--- config.mk ---
export PLATFORM = sky130hd
export DESIGN_NAME = iaqs_top
export DESIGN_NICKNAME = d
export VERILOG_FILES = /design/src/common/iaqs_pkg.sv /design/src/common/iaqs_in_if.sv /design/src/hdl/iaqs_in_cond.sv /design/src/hdl/iaqs_top.sv
export SDC_FILE = /design/constraint.sdc
export NUM_CORES = 1
export LEC_CHECK = 0
export ABC_AREA = 1
export BUFFER_PORTS_ARGS = -buffer_cell sky130_fd_sc_hd__buf_2
export CAP_MARGIN = 20
export CORE_ASPECT_RATIO = 0.7
export CORE_MARGIN = 5
export CORE_UTILIZATION = 60
export CTS_BUF_LIST = sky130_fd_sc_hd__clkbuf_2 sky130_fd_sc_hd__clkbuf_4 sky130_fd_sc_hd__clkbuf_8
export DETAILED_ROUTE_END_ITERATION = 10
export PLACE_DENSITY_LB_ADDON = 0.05
export SETUP_SLACK_MARGIN = 0.02
export SLEW_MARGIN = 25
export SYNTH_ARGS = -nofsm -noshare
export SYNTH_HDL_FRONTEND = slang
export SYNTH_SLANG_ARGS = --single-unit
export TNS_END_PERCENT = 30
--- constraint.sdc ---
create_clock -name sys_clk_i -period 3.1 [get_ports sys_clk_i]
set_clock_uncertainty 0.15 [all_clocks]
set_input_delay 0.31 -clock sys_clk_i [delete_from_list [all_inputs] [get_ports sys_clk_i]]
set_output_delay 0.31 -clock sys_clk_i [all_outputs]
set_load 0.01 [all_outputs]
--- src/common/iaqs_pkg.sv ---
// Constants for the input action and quick stop logic.
// Assumes a single 20 MHz clock and an 8-bit plain register port.
package iaqs_pkg;
  localparam int NUM_IN = 4;
  localparam int ADDR_W = 4;
  localparam int DATA_W = 8;
  localparam int CFG_W = 6;

  // Register offsets (cfg of input n sits at REG_CFG0 + n)
  localparam logic [3:0] REG_CFG0 = 4'h0;
  localparam logic [3:0] REG_CTRL = 4'h4;
  localparam logic [3:0] REG_STAT = 4'h5;
  localparam logic [3:0] REG_INS = 4'h6;

  // Input config fields
  localparam int CFG_ACT_LSB = 0;
  localparam int CFG_NC_BIT = 4;
  localparam int CFG_RET_BIT = 5;
  localparam logic [5:0] CFG_RESET = 6'h00;

  // Control register fields
  localparam int CTRL_CW = 0;
  localparam int CTRL_CCW = 1;
  localparam int CTRL_BRAKE = 2;
  localparam int CTRL_QS_DIS = 3;
  localparam int CTRL_BRK_MOTOR = 4;
  localparam int CTRL_ERR_CLR = 7;
  localparam logic [7:0] CTRL_RESET = 8'h00;

  // Status register fields
  localparam int ST_CW = 0;
  localparam int ST_CCW = 1;
  localparam int ST_BRAKE = 2;
  localparam int ST_QS = 3;
  localparam int ST_MANUAL = 4;
  localparam int ST_COLD_TRIP = 5;
  localparam int ST_PARAM_ERR = 6;
  localparam int ST_TRIP = 7;

  // Input action codes
  localparam logic [3:0] ACT_NONE = 4'h0;
  localparam logic [3:0] ACT_MANUAL = 4'h1;
  localparam logic [3:0] ACT_MOTOR_CW = 4'h2;
  localparam logic [3:0] ACT_MOTOR_CCW = 4'h3;
  localparam logic [3:0] ACT_QUICK_STOP = 4'h4;
  localparam logic [3:0] ACT_TRIP_RESET = 4'h5;
  localparam logic [3:0] ACT_COLD_RUN = 4'h6;
endpackage : iaqs_pkg

--- src/common/iaqs_in_if.sv ---
// Conditioned digital inputs passed from the input conditioner to the core.
// Assumes both ends sit on sys_clk_i.
interface iaqs_in_if;
  logic [3:0] nc;
  logic [3:0] raw;
  logic [3:0] act;
  logic [3:0] act_edge;
  modport prod (input nc, output raw, output act, output act_edge);
  modport cons (output nc, input raw, input act, input act_edge);
endinterface : iaqs_in_if

--- src/hdl/iaqs_in_cond.sv ---
// Input conditioner: synchroniser, polarity and active edge per input.
// Assumes asynchronous pin inputs and a polarity setting from the core.
module iaqs_in_cond (
  input wire logic sys_clk_i,
  input wire logic reset_i,
  input wire logic [3:0] din_i,
  iaqs_in_if.prod inp
);
  logic [3:0] sync1;
  logic [3:0] sync2;
  logic [3:0] act_q;

  always_ff @(posedge sys_clk_i or posedge reset_i) begin
    if (reset_i) begin
      sync1 <= 4'h0;
      sync2 <= 4'h0;
    end else begin
      sync1 <= din_i;
      sync2 <= sync1;
    end
  end

  always_ff @(posedge sys_clk_i or posedge reset_i) begin
    if (reset_i) begin
      act_q <= 4'h0;
    end else begin
      act_q <= inp.act;
    end
  end

  // Report voltage as one whatever the contact polarity
  assign inp.raw = sync2;
  assign inp.act = sync2 ^ inp.nc;
  assign inp.act_edge = inp.act & ~act_q;
endmodule : iaqs_in_cond

--- src/hdl/iaqs_top.sv ---
// Input action and quick stop logic of the motor starter core.
// Assumes switch inputs on pins, fieldbus commands in the control register,
// trip and group fault from same-clock logic, current sensing from a pin.
//
// The implementer's own choices: the address map and the plain strobed port.
module iaqs_top (
  input wire logic sys_clk_i,
  input wire logic reset_i,
  input wire logic [3:0] din_i,
  input wire logic main_current_i,
  input wire logic group_fault_i,
  input wire logic trip_i,
  input wire logic [3:0] addr_i,
  input wire logic [7:0] wdata_i,
  input wire logic wr_i,
  input wire logic rd_i,
  output logic [7:0] rdata_o,
  output logic motor_cw_o,
  output logic motor_ccw_o,
  output logic brake_o,
  output logic qs_active_o,
  output logic trip_reset_o,
  output logic cold_trip_o,
  output logic cold_run_o,
  output logic manual_local_o,
  output logic [3:0] inputs_o
);
  logic [3:0][5:0] cfg;
  logic [7:0] ctrl;
  logic param_err;
  logic cur_s1;
  logic cur_s2;
  logic cw_latch;
  logic ccw_latch;
  logic qs_latch;
  logic [3:0] m_man;
  logic [3:0] m_cw;
  logic [3:0] m_ccw;
  logic [3:0] m_qs;
  logic [3:0] m_tr;
  logic [3:0] m_cold;
  logic [3:0] ret;
  logic manual_local;
  logic cw_lvl;
  logic ccw_lvl;
  logic cw_set;
  logic ccw_set;
  logic qs_dis;
  logic qs_level;
  logic qs_edge;
  logic qs_active;
  logic run_cw_req;
  logic run_ccw_req;
  logic trip_any;
  logic cold_run;
  logic next_cw;
  logic next_ccw;
  logic next_brake;
  logic cfg_wr;
  logic cfg_bad;

  iaqs_in_if inp ();

  iaqs_in_cond u_cond (
    .sys_clk_i(sys_clk_i),
    .reset_i(reset_i),
    .din_i(din_i),
    .inp(inp)
  );

  // Mask of inputs whose configured action equals code
  function automatic logic [3:0] act_mask(input logic [3:0][5:0] c, input logic [3:0] code);
    logic [3:0] m;
    m = 4'h0;
    for (int i = 0; i < iaqs_pkg::NUM_IN; i++) begin
      m[i] = (c[i][iaqs_pkg::CFG_ACT_LSB +: 4] == code);
    end
    return m;
  endfunction : act_mask

  // Polarity and signal settings that the device refuses
  function automatic logic cfg_invalid(input logic [7:0] d);
    logic [3:0] a;
    logic nc;
    a = d[iaqs_pkg::CFG_ACT_LSB +: 4];
    nc = d[iaqs_pkg::CFG_NC_BIT];
    cfg_invalid = (nc && (a == iaqs_pkg::ACT_MOTOR_CW || a == iaqs_pkg::ACT_MOTOR_CCW ||
                          a == iaqs_pkg::ACT_TRIP_RESET || a == iaqs_pkg::ACT_COLD_RUN)) ||
                  (d[iaqs_pkg::CFG_RET_BIT] && a == iaqs_pkg::ACT_TRIP_RESET);
  endfunction : cfg_invalid

  genvar gi;
  generate
    for (gi = 0; gi < iaqs_pkg::NUM_IN; gi++) begin : g_in
      assign inp.nc[gi] = cfg[gi][iaqs_pkg::CFG_NC_BIT];
      assign ret[gi] = cfg[gi][iaqs_pkg::CFG_RET_BIT];
    end
  endgenerate

  assign cfg_wr = wr_i && (addr_i < iaqs_pkg::REG_CTRL);
  assign cfg_bad = cfg_invalid(wdata_i);

  // A refused setting keeps the previous one so a run, trip reset or cold run input never runs NC
  always_ff @(posedge sys_clk_i or posedge reset_i) begin
    if (reset_i) begin
      cfg <= {4{iaqs_pkg::CFG_RESET}};
    end else if (cfg_wr && !cfg_bad) begin
      cfg[addr_i[1:0]] <= wdata_i[5:0];
    end
  end

  always_ff @(posedge sys_clk_i or posedge reset_i) begin
    if (reset_i) begin
      ctrl <= iaqs_pkg::CTRL_RESET;
    end else if (wr_i && addr_i == iaqs_pkg::REG_CTRL) begin
      ctrl <= {1'b0, wdata_i[6:0]};
    end
  end

  // Set by a refused write wins over a clear in the same cycle
  always_ff @(posedge sys_clk_i or posedge reset_i) begin
    if (reset_i) begin
      param_err <= 1'b0;
    end else if (cfg_wr && cfg_bad) begin
      param_err <= 1'b1;
    end else if (wr_i && addr_i == iaqs_pkg::REG_CTRL && wdata_i[iaqs_pkg::CTRL_ERR_CLR]) begin
      param_err <= 1'b0;
    end
  end

  always_ff @(posedge sys_clk_i or posedge reset_i) begin
    if (reset_i) begin
      rdata_o <= 8'h00;
    end else if (rd_i) begin
      if (addr_i < iaqs_pkg::REG_CTRL) begin
        rdata_o <= {2'b00, cfg[addr_i[1:0]]};
      end else if (addr_i == iaqs_pkg::REG_CTRL) begin
        rdata_o <= ctrl;
      end else if (addr_i == iaqs_pkg::REG_STAT) begin
        rdata_o <= {trip_any, param_err, cold_trip_o, manual_local, qs_active,
                    brake_o, motor_ccw_o, motor_cw_o};
      end else if (addr_i == iaqs_pkg::REG_INS) begin
        rdata_o <= {4'h0, inp.raw};
      end else begin
        rdata_o <= 8'h00;
      end
    end else begin
      rdata_o <= 8'h00;
    end
  end

  always_ff @(posedge sys_clk_i or posedge reset_i) begin
    if (reset_i) begin
      cur_s1 <= 1'b0;
      cur_s2 <= 1'b0;
    end else begin
      cur_s1 <= main_current_i;
      cur_s2 <= cur_s1;
    end
  end

  assign m_man = act_mask(cfg, iaqs_pkg::ACT_MANUAL);
  assign m_cw = act_mask(cfg, iaqs_pkg::ACT_MOTOR_CW);
  assign m_ccw = act_mask(cfg, iaqs_pkg::ACT_MOTOR_CCW);
  assign m_qs = act_mask(cfg, iaqs_pkg::ACT_QUICK_STOP);
  assign m_tr = act_mask(cfg, iaqs_pkg::ACT_TRIP_RESET);
  assign m_cold = act_mask(cfg, iaqs_pkg::ACT_COLD_RUN);

  assign manual_local = |(m_man & inp.act);
  assign cw_lvl = |(m_cw & ~ret & inp.act);
  assign ccw_lvl = |(m_ccw & ~ret & inp.act);
  assign cw_set = |(m_cw & ret & inp.act);
  assign ccw_set = |(m_ccw & ret & inp.act);
  assign qs_dis = ctrl[iaqs_pkg::CTRL_QS_DIS];
  assign qs_level = |(m_qs & ~ret & inp.act) && !qs_dis;
  assign qs_edge = |(m_qs & ret & inp.act_edge);
  assign qs_active = qs_level || qs_latch;
  assign cold_run = |(m_cold & inp.act);
  assign trip_any = trip_i || cold_trip_o;

  // Retentive run latches; the cancel wins as the stop is a safety path
  always_ff @(posedge sys_clk_i or posedge reset_i) begin
    if (reset_i) begin
      cw_latch <= 1'b0;
      ccw_latch <= 1'b0;
    end else if (qs_active || group_fault_i || !manual_local) begin
      cw_latch <= 1'b0;
      ccw_latch <= 1'b0;
    end else begin
      cw_latch <= cw_latch || cw_set;
      ccw_latch <= ccw_latch || ccw_set;
    end
  end

  // Manual local hands the run commands to the local inputs alone
  always_comb begin
    if (manual_local) begin
      run_cw_req = cw_lvl || cw_latch;
      run_ccw_req = ccw_lvl || ccw_latch;
    end else begin
      run_cw_req = ctrl[iaqs_pkg::CTRL_CW];
      run_ccw_req = ctrl[iaqs_pkg::CTRL_CCW];
    end
  end

  // Edges under a held disable never latch, so a static level stays harmless
  always_ff @(posedge sys_clk_i or posedge reset_i) begin
    if (reset_i) begin
      qs_latch <= 1'b0;
    end else if (qs_edge && !qs_dis) begin
      qs_latch <= 1'b1;
    end else if (qs_dis || !(run_cw_req || run_ccw_req)) begin
      qs_latch <= 1'b0;
    end
  end

  // Opposing commands both held is treated as no command
  always_comb begin
    next_cw = run_cw_req && !run_ccw_req && !qs_active && !trip_any;
    next_ccw = run_ccw_req && !run_cw_req && !qs_active && !trip_any;
    if (manual_local) begin
      next_brake = (next_cw || next_ccw) && ctrl[iaqs_pkg::CTRL_BRK_MOTOR];
    end else begin
      next_brake = (next_cw || next_ccw) && ctrl[iaqs_pkg::CTRL_BRAKE];
    end
  end

  // Quick stop drops the outputs and cancels the run latches; group fault is not touched
  always_ff @(posedge sys_clk_i or posedge reset_i) begin
    if (reset_i) begin
      motor_cw_o <= 1'b0;
      motor_ccw_o <= 1'b0;
      brake_o <= 1'b0;
      qs_active_o <= 1'b0;
    end else begin
      motor_cw_o <= next_cw;
      motor_ccw_o <= next_ccw;
      brake_o <= next_brake;
      qs_active_o <= qs_active;
    end
  end

  always_ff @(posedge sys_clk_i or posedge reset_i) begin
    if (reset_i) begin
      trip_reset_o <= 1'b0;
    end else begin
      trip_reset_o <= |(m_tr & inp.act_edge);
    end
  end

  // Current while cold running is an internal trip until trip reset
  always_ff @(posedge sys_clk_i or posedge reset_i) begin
    if (reset_i) begin
      cold_trip_o <= 1'b0;
    end else if (cold_run && cur_s2) begin
      cold_trip_o <= 1'b1;
    end else if (trip_reset_o) begin
      cold_trip_o <= 1'b0;
    end
  end

  always_ff @(posedge sys_clk_i or posedge reset_i) begin
    if (reset_i) begin
      cold_run_o <= 1'b0;
      manual_local_o <= 1'b0;
      inputs_o <= 4'h0;
    end else begin
      cold_run_o <= cold_run;
      manual_local_o <= manual_local;
      inputs_o <= inp.raw;
    end
  end
endmodule : iaqs_top

==> results.md <==
Worst setup path:
- The reg-to-reg critical path startpoint is cfg[21].
- Measured in cells, the most critical reg-to-reg path has a length of 11.
- The worst setup path is captured at a flip-flop.
- Data arrives at the worst endpoint at around 2.1 ns.
- The worst setup path is of the reg -> reg kind.
- Along the worst path, the maximum fanout reaches 11.
- The register-to-register setup slack is 1.14 ns.
- The worst setup path is launched from a flip-flop.
- The required time at the worst-slack endpoint is ~3.2 ns.
- In this run the critical register-to-register path is captured at qs_latch.
- The critical path starts at cfg[21].

Yosys:
- The commonest cells after synthesis are 96 x sky130_fd_sc_hd__nand2_1, 69 x sky130_fd_sc_hd__dfrtp_1, 51 x sky130_fd_sc_hd__nor2_1.
- Yosys printed 0 warnings.
- The sequential area share after synthesis is a little over half.
- After synthesis the netlist holds a flip-flop and latch count of 69.
- Sorting the synthesized cells by area gives the leading types as sky130_fd_sc_hd__dfrtp_1 52%, sky130_fd_sc_hd__nand2_1 11%, sky130_fd_sc_hd__o21ai_0 6.2%.
- Among all flip-flop cells after synthesis, the most frequent one is sky130_fd_sc_hd__dfrtp_1.
- After synthesis, the netlist uses 33 different library cells.
- The mapped netlist covers around 3300 sq um.
- Counting flops with a built-in enable in the synthesized netlist gives 0.
- Yosys instantiated no cell more often than sky130_fd_sc_hd__nand2_1.
- Of all flip-flops after synthesis, the portion carrying an async set or reset was between 90% and 100%.
- Synthesis produced a netlist whose cell count is 410.
- The net count of the mapped netlist is 433.
- Of the post-synthesis cell area, the dominant cell type holds 52.3%.
- Each instance of the synthesized netlist takes up on average about 8 sq um.
- The biggest area contributor in the post-synthesis netlist is sky130_fd_sc_hd__dfrtp_1.

Global routing:
- The pin count of the biggest net entering global routing is 70.
- The global-route wire length before repair is about 14 mm.
- Across every metal layer, demand over resource in global routing totals between 20% and 30%.
- The total global routing overflow is 0.
- The via count of the first global-routing pass is about 2700.
- The number of antenna violations at the first check in global routing is 0.

Route:
- The count of nets left with antenna violations after detail routing is 0.
- For this block, the initial DRC count from the detailed router was 306.
- The count of TritonRoute iterations in the first routing pass is 5.
- After detailed routing, the total wire length is ~8.6 mm.
- In the final routed layout, each cell accounts on average for around 16 um.
- Dividing the detail-routed via count by the number of cells gives between 5 and 6.
- The routed layout has ~3000 vias.
- The remaining routing DRC violations is 0.

Die:
- The I/O pin total is between 40 and 50.
- The standard-cell row count is 22.
- The core region is 5290 sq um.
- The vertical extent of the die is about 72 um.
- The initial standard-cell utilization of the core is 62.5%.
- The die span in x is just under 100 um.
- The die covers just over 7000 sq um.

Clock network:
- Clock tree synthesis selected as its root buffer the cell sky130_fd_sc_hd__clkbuf_8.
- The clock-pin slew on the worst setup and hold paths is roughly 0.080 ns.
- TritonCTS built the clock tree.
- At the later pin of the worst-skew pair, clock insertion delay measures roughly 0.35 ns.
- For this design, the sink count on the clock tree is between 60 and 70.
- Once the clock tree was built, the resizer swapped 0 gates to a different size.
- The number of levels the H-tree was split into is 3.
- The total clock buffers created by CTS is 9.
- The buffer depth of the longest clock path is 2.

Finish:
- The final layout contains 487 nets.
- The area added between synthesis and finish is 16.0%.
- The repair_antennas step left the layout with diodes totalling 0.
- The fraction of final layout cells with drive strength greater than 1 is between 10% and 20%.
- The count of fill cells added during filler insertion is 425.

Placement:
- The quantity of I/O buffers inserted on ports is 42.
- The final RePlAce weighted congestion is ~0.94.
- Once detailed placement completed, the half-perimeter wirelength came to around 6.5 mm.

Min path:
- The launch instance of the worst min-delay path is wdata_i[6].
- The worst hold-check path type is in -> reg.
- The cell depth of the worst min-delay path is 2.
- The endpoint with the worst hold slack is ctrl[6].

Flow run:
- The count of maximum capacitance violations is 0.

STA:
- The final cycle utilization of the critical path is 63.2%.
- The pin slew with the least headroom to its limit is 0.380 ns.
- The highest achievable clock rate is between 500 and 600 MHz.
- The setup TNS is 0 ns.
- The final-report max-slew violation count is 0.
- The worst hold margin is approximately 0.038 ns.
- The shortest clock period the worst path allows after layout is 1.96 ns.
- Setup violations remaining at the end of the flow were counted as 0.
- The worst slew margin relative to its limit is ~75%.
- Setup repair after global routing left no endpoint under its margin.
- The hold violation total from the final report came to 0.

Pwr:
- The static leakage is about 0.0019 uW.
- The peak ir drop on the vdd network is 433 uV.
- The power per cell area is approximately 640 nW/um^2.

Run status:
- The run finished with clean final reports.
==> placed cells by master (no fill, tap or decap), types with 2 or more instances in the layout <==
master / n
sky130_fd_sc_hd__a22oi_1: 6
sky130_fd_sc_hd__a21oi_1: 8
sky130_fd_sc_hd__nand3_1: 18
sky130_fd_sc_hd__nand2_1: 96
sky130_fd_sc_hd__a211oi_1: 3
sky130_fd_sc_hd__o2111ai_1: 2
sky130_fd_sc_hd__inv_1: 48
sky130_fd_sc_hd__a221oi_1: 2
sky130_fd_sc_hd__nand2_2: 4
sky130_fd_sc_hd__clkinv_4: 3
sky130_fd_sc_hd__nor3_1: 13
sky130_fd_sc_hd__or2_2: 3
sky130_fd_sc_hd__buf_2: 42
sky130_fd_sc_hd__o22ai_1: 2
sky130_fd_sc_hd__clkbuf_8: 9
sky130_fd_sc_hd__dlygate4sd3_1: 6
sky130_fd_sc_hd__nand4_1: 5
sky130_fd_sc_hd__clkinv_2: 2
sky130_fd_sc_hd__dfrtp_1: 69
sky130_fd_sc_hd__nor2_2: 8
sky130_fd_sc_hd__nor2_1: 51
sky130_fd_sc_hd__o21ai_0: 41
sky130_fd_sc_hd__nand3_2: 2
sky130_fd_sc_hd__a21oi_2: 2
sky130_fd_sc_hd__a31oi_1: 2
sky130_fd_sc_hd__inv_2: 9
==> power breakdown <==
group | switching (uW) | internal [uW] | total (uW)
Sequential | 143 | 1040 | 1190
Clock | 348 | 304 | 652
Combinational | 423 | 207 | 630
==> cell families after synthesis <==
group	after synthesis	synth area share, %
AND/OR/NAND/NOR	203	26.9
AO/OA/AOI/OAI	72	12.8
flip-flops	69	52.3
buffers and inverters	65	7.65
multiplexers	1	0.341
==> per-stage QoR <==
| stage | worst slack, ns | total power [uW] | cells | util [%] | cell area (sq um) |
|---|---|---|---|---|---|
| global placement | 1.20 | 1790 | 519 | 68.0 | 3590 |
| floorplan | 0.900 | 1590 | 410 | - | 3300 |
| finish | 1.14 | 2470 | 541 | 72.5 | 3830 |
| global route | 0.921 | 2620 | 541 | 72.5 | 3830 |
| CTS | 1.19 | 2460 | 541 | 72.5 | 3830 |
| detailed placement | 1.18 | 1800 | 519 | 68.0 | 3590 |
==> repair_timing <==
item / in CTS / in global routing
hold buffers: 6 / 0
setup buffers: 0 / 0
hold endpoints to repair: 74 / 0
==> critical path, stage by stage (launching register included) <==
cell and delay [ns]:
sky130_fd_sc_hd__dfrtp_1 0.41, sky130_fd_sc_hd__nor2_1 0.30, sky130_fd_sc_hd__nand2_1 0.09, sky130_fd_sc_hd__nor2_1 0.10, sky130_fd_sc_hd__nor2_1 0.06, sky130_fd_sc_hd__nand2_2 0.25
sky130_fd_sc_hd__inv_1 0.11, sky130_fd_sc_hd__nand2_1 0.08, sky130_fd_sc_hd__nand2_1 0.09, sky130_fd_sc_hd__nand2_1 0.08, sky130_fd_sc_hd__nand2_1 0.04, sky130_fd_sc_hd__a21oi_1 0.12
==> worst max-delay path by stage <==
stage	endpoint	slack, ns
2_1_floorplan	brake_o	0.90
3_3_place_gp	ctrl[6]	1.20
3_5_place_dp	ctrl[6]	1.18
4_1_cts	qs_latch	1.19
5_1_grt	qs_latch	0.92
6_report	qs_latch	1.14
==> routing by layer <==
metal	part of all wire, %	wire length (um)	GRT usage, %	vias to the layer above
li1	-	-	-	1444
met1	47	4060	39.3	1363
met2	41	3550	34.9	159
met3	8.6	735	6.53	22
met4	2.7	231	10.2	0
met5	0	0	0	-
==> registers in the layout, indices dropped and copies added (netlist names), 4 cells and up <==
signal and count:
rdata_o 8, ctrl 7, inputs_o 4, u_cond.sync1 4, u_cond.act_q 4, cfg 24, u_cond.inp.raw 4
==> area by class of cell <==
cell class,instances,area [sq um],area share [%]
clock inverters,6,47.5,1.24
flip-flops and latches,69,1730,45.1
repair buffers,49,290,7.58
multi-input cells,276,1320,34.5
inverters,59,223,5.81
clock buffers,10,131,3.43
well taps,72,90.1,2.35
No activity file was read; power rests on OpenSTA's default activity.
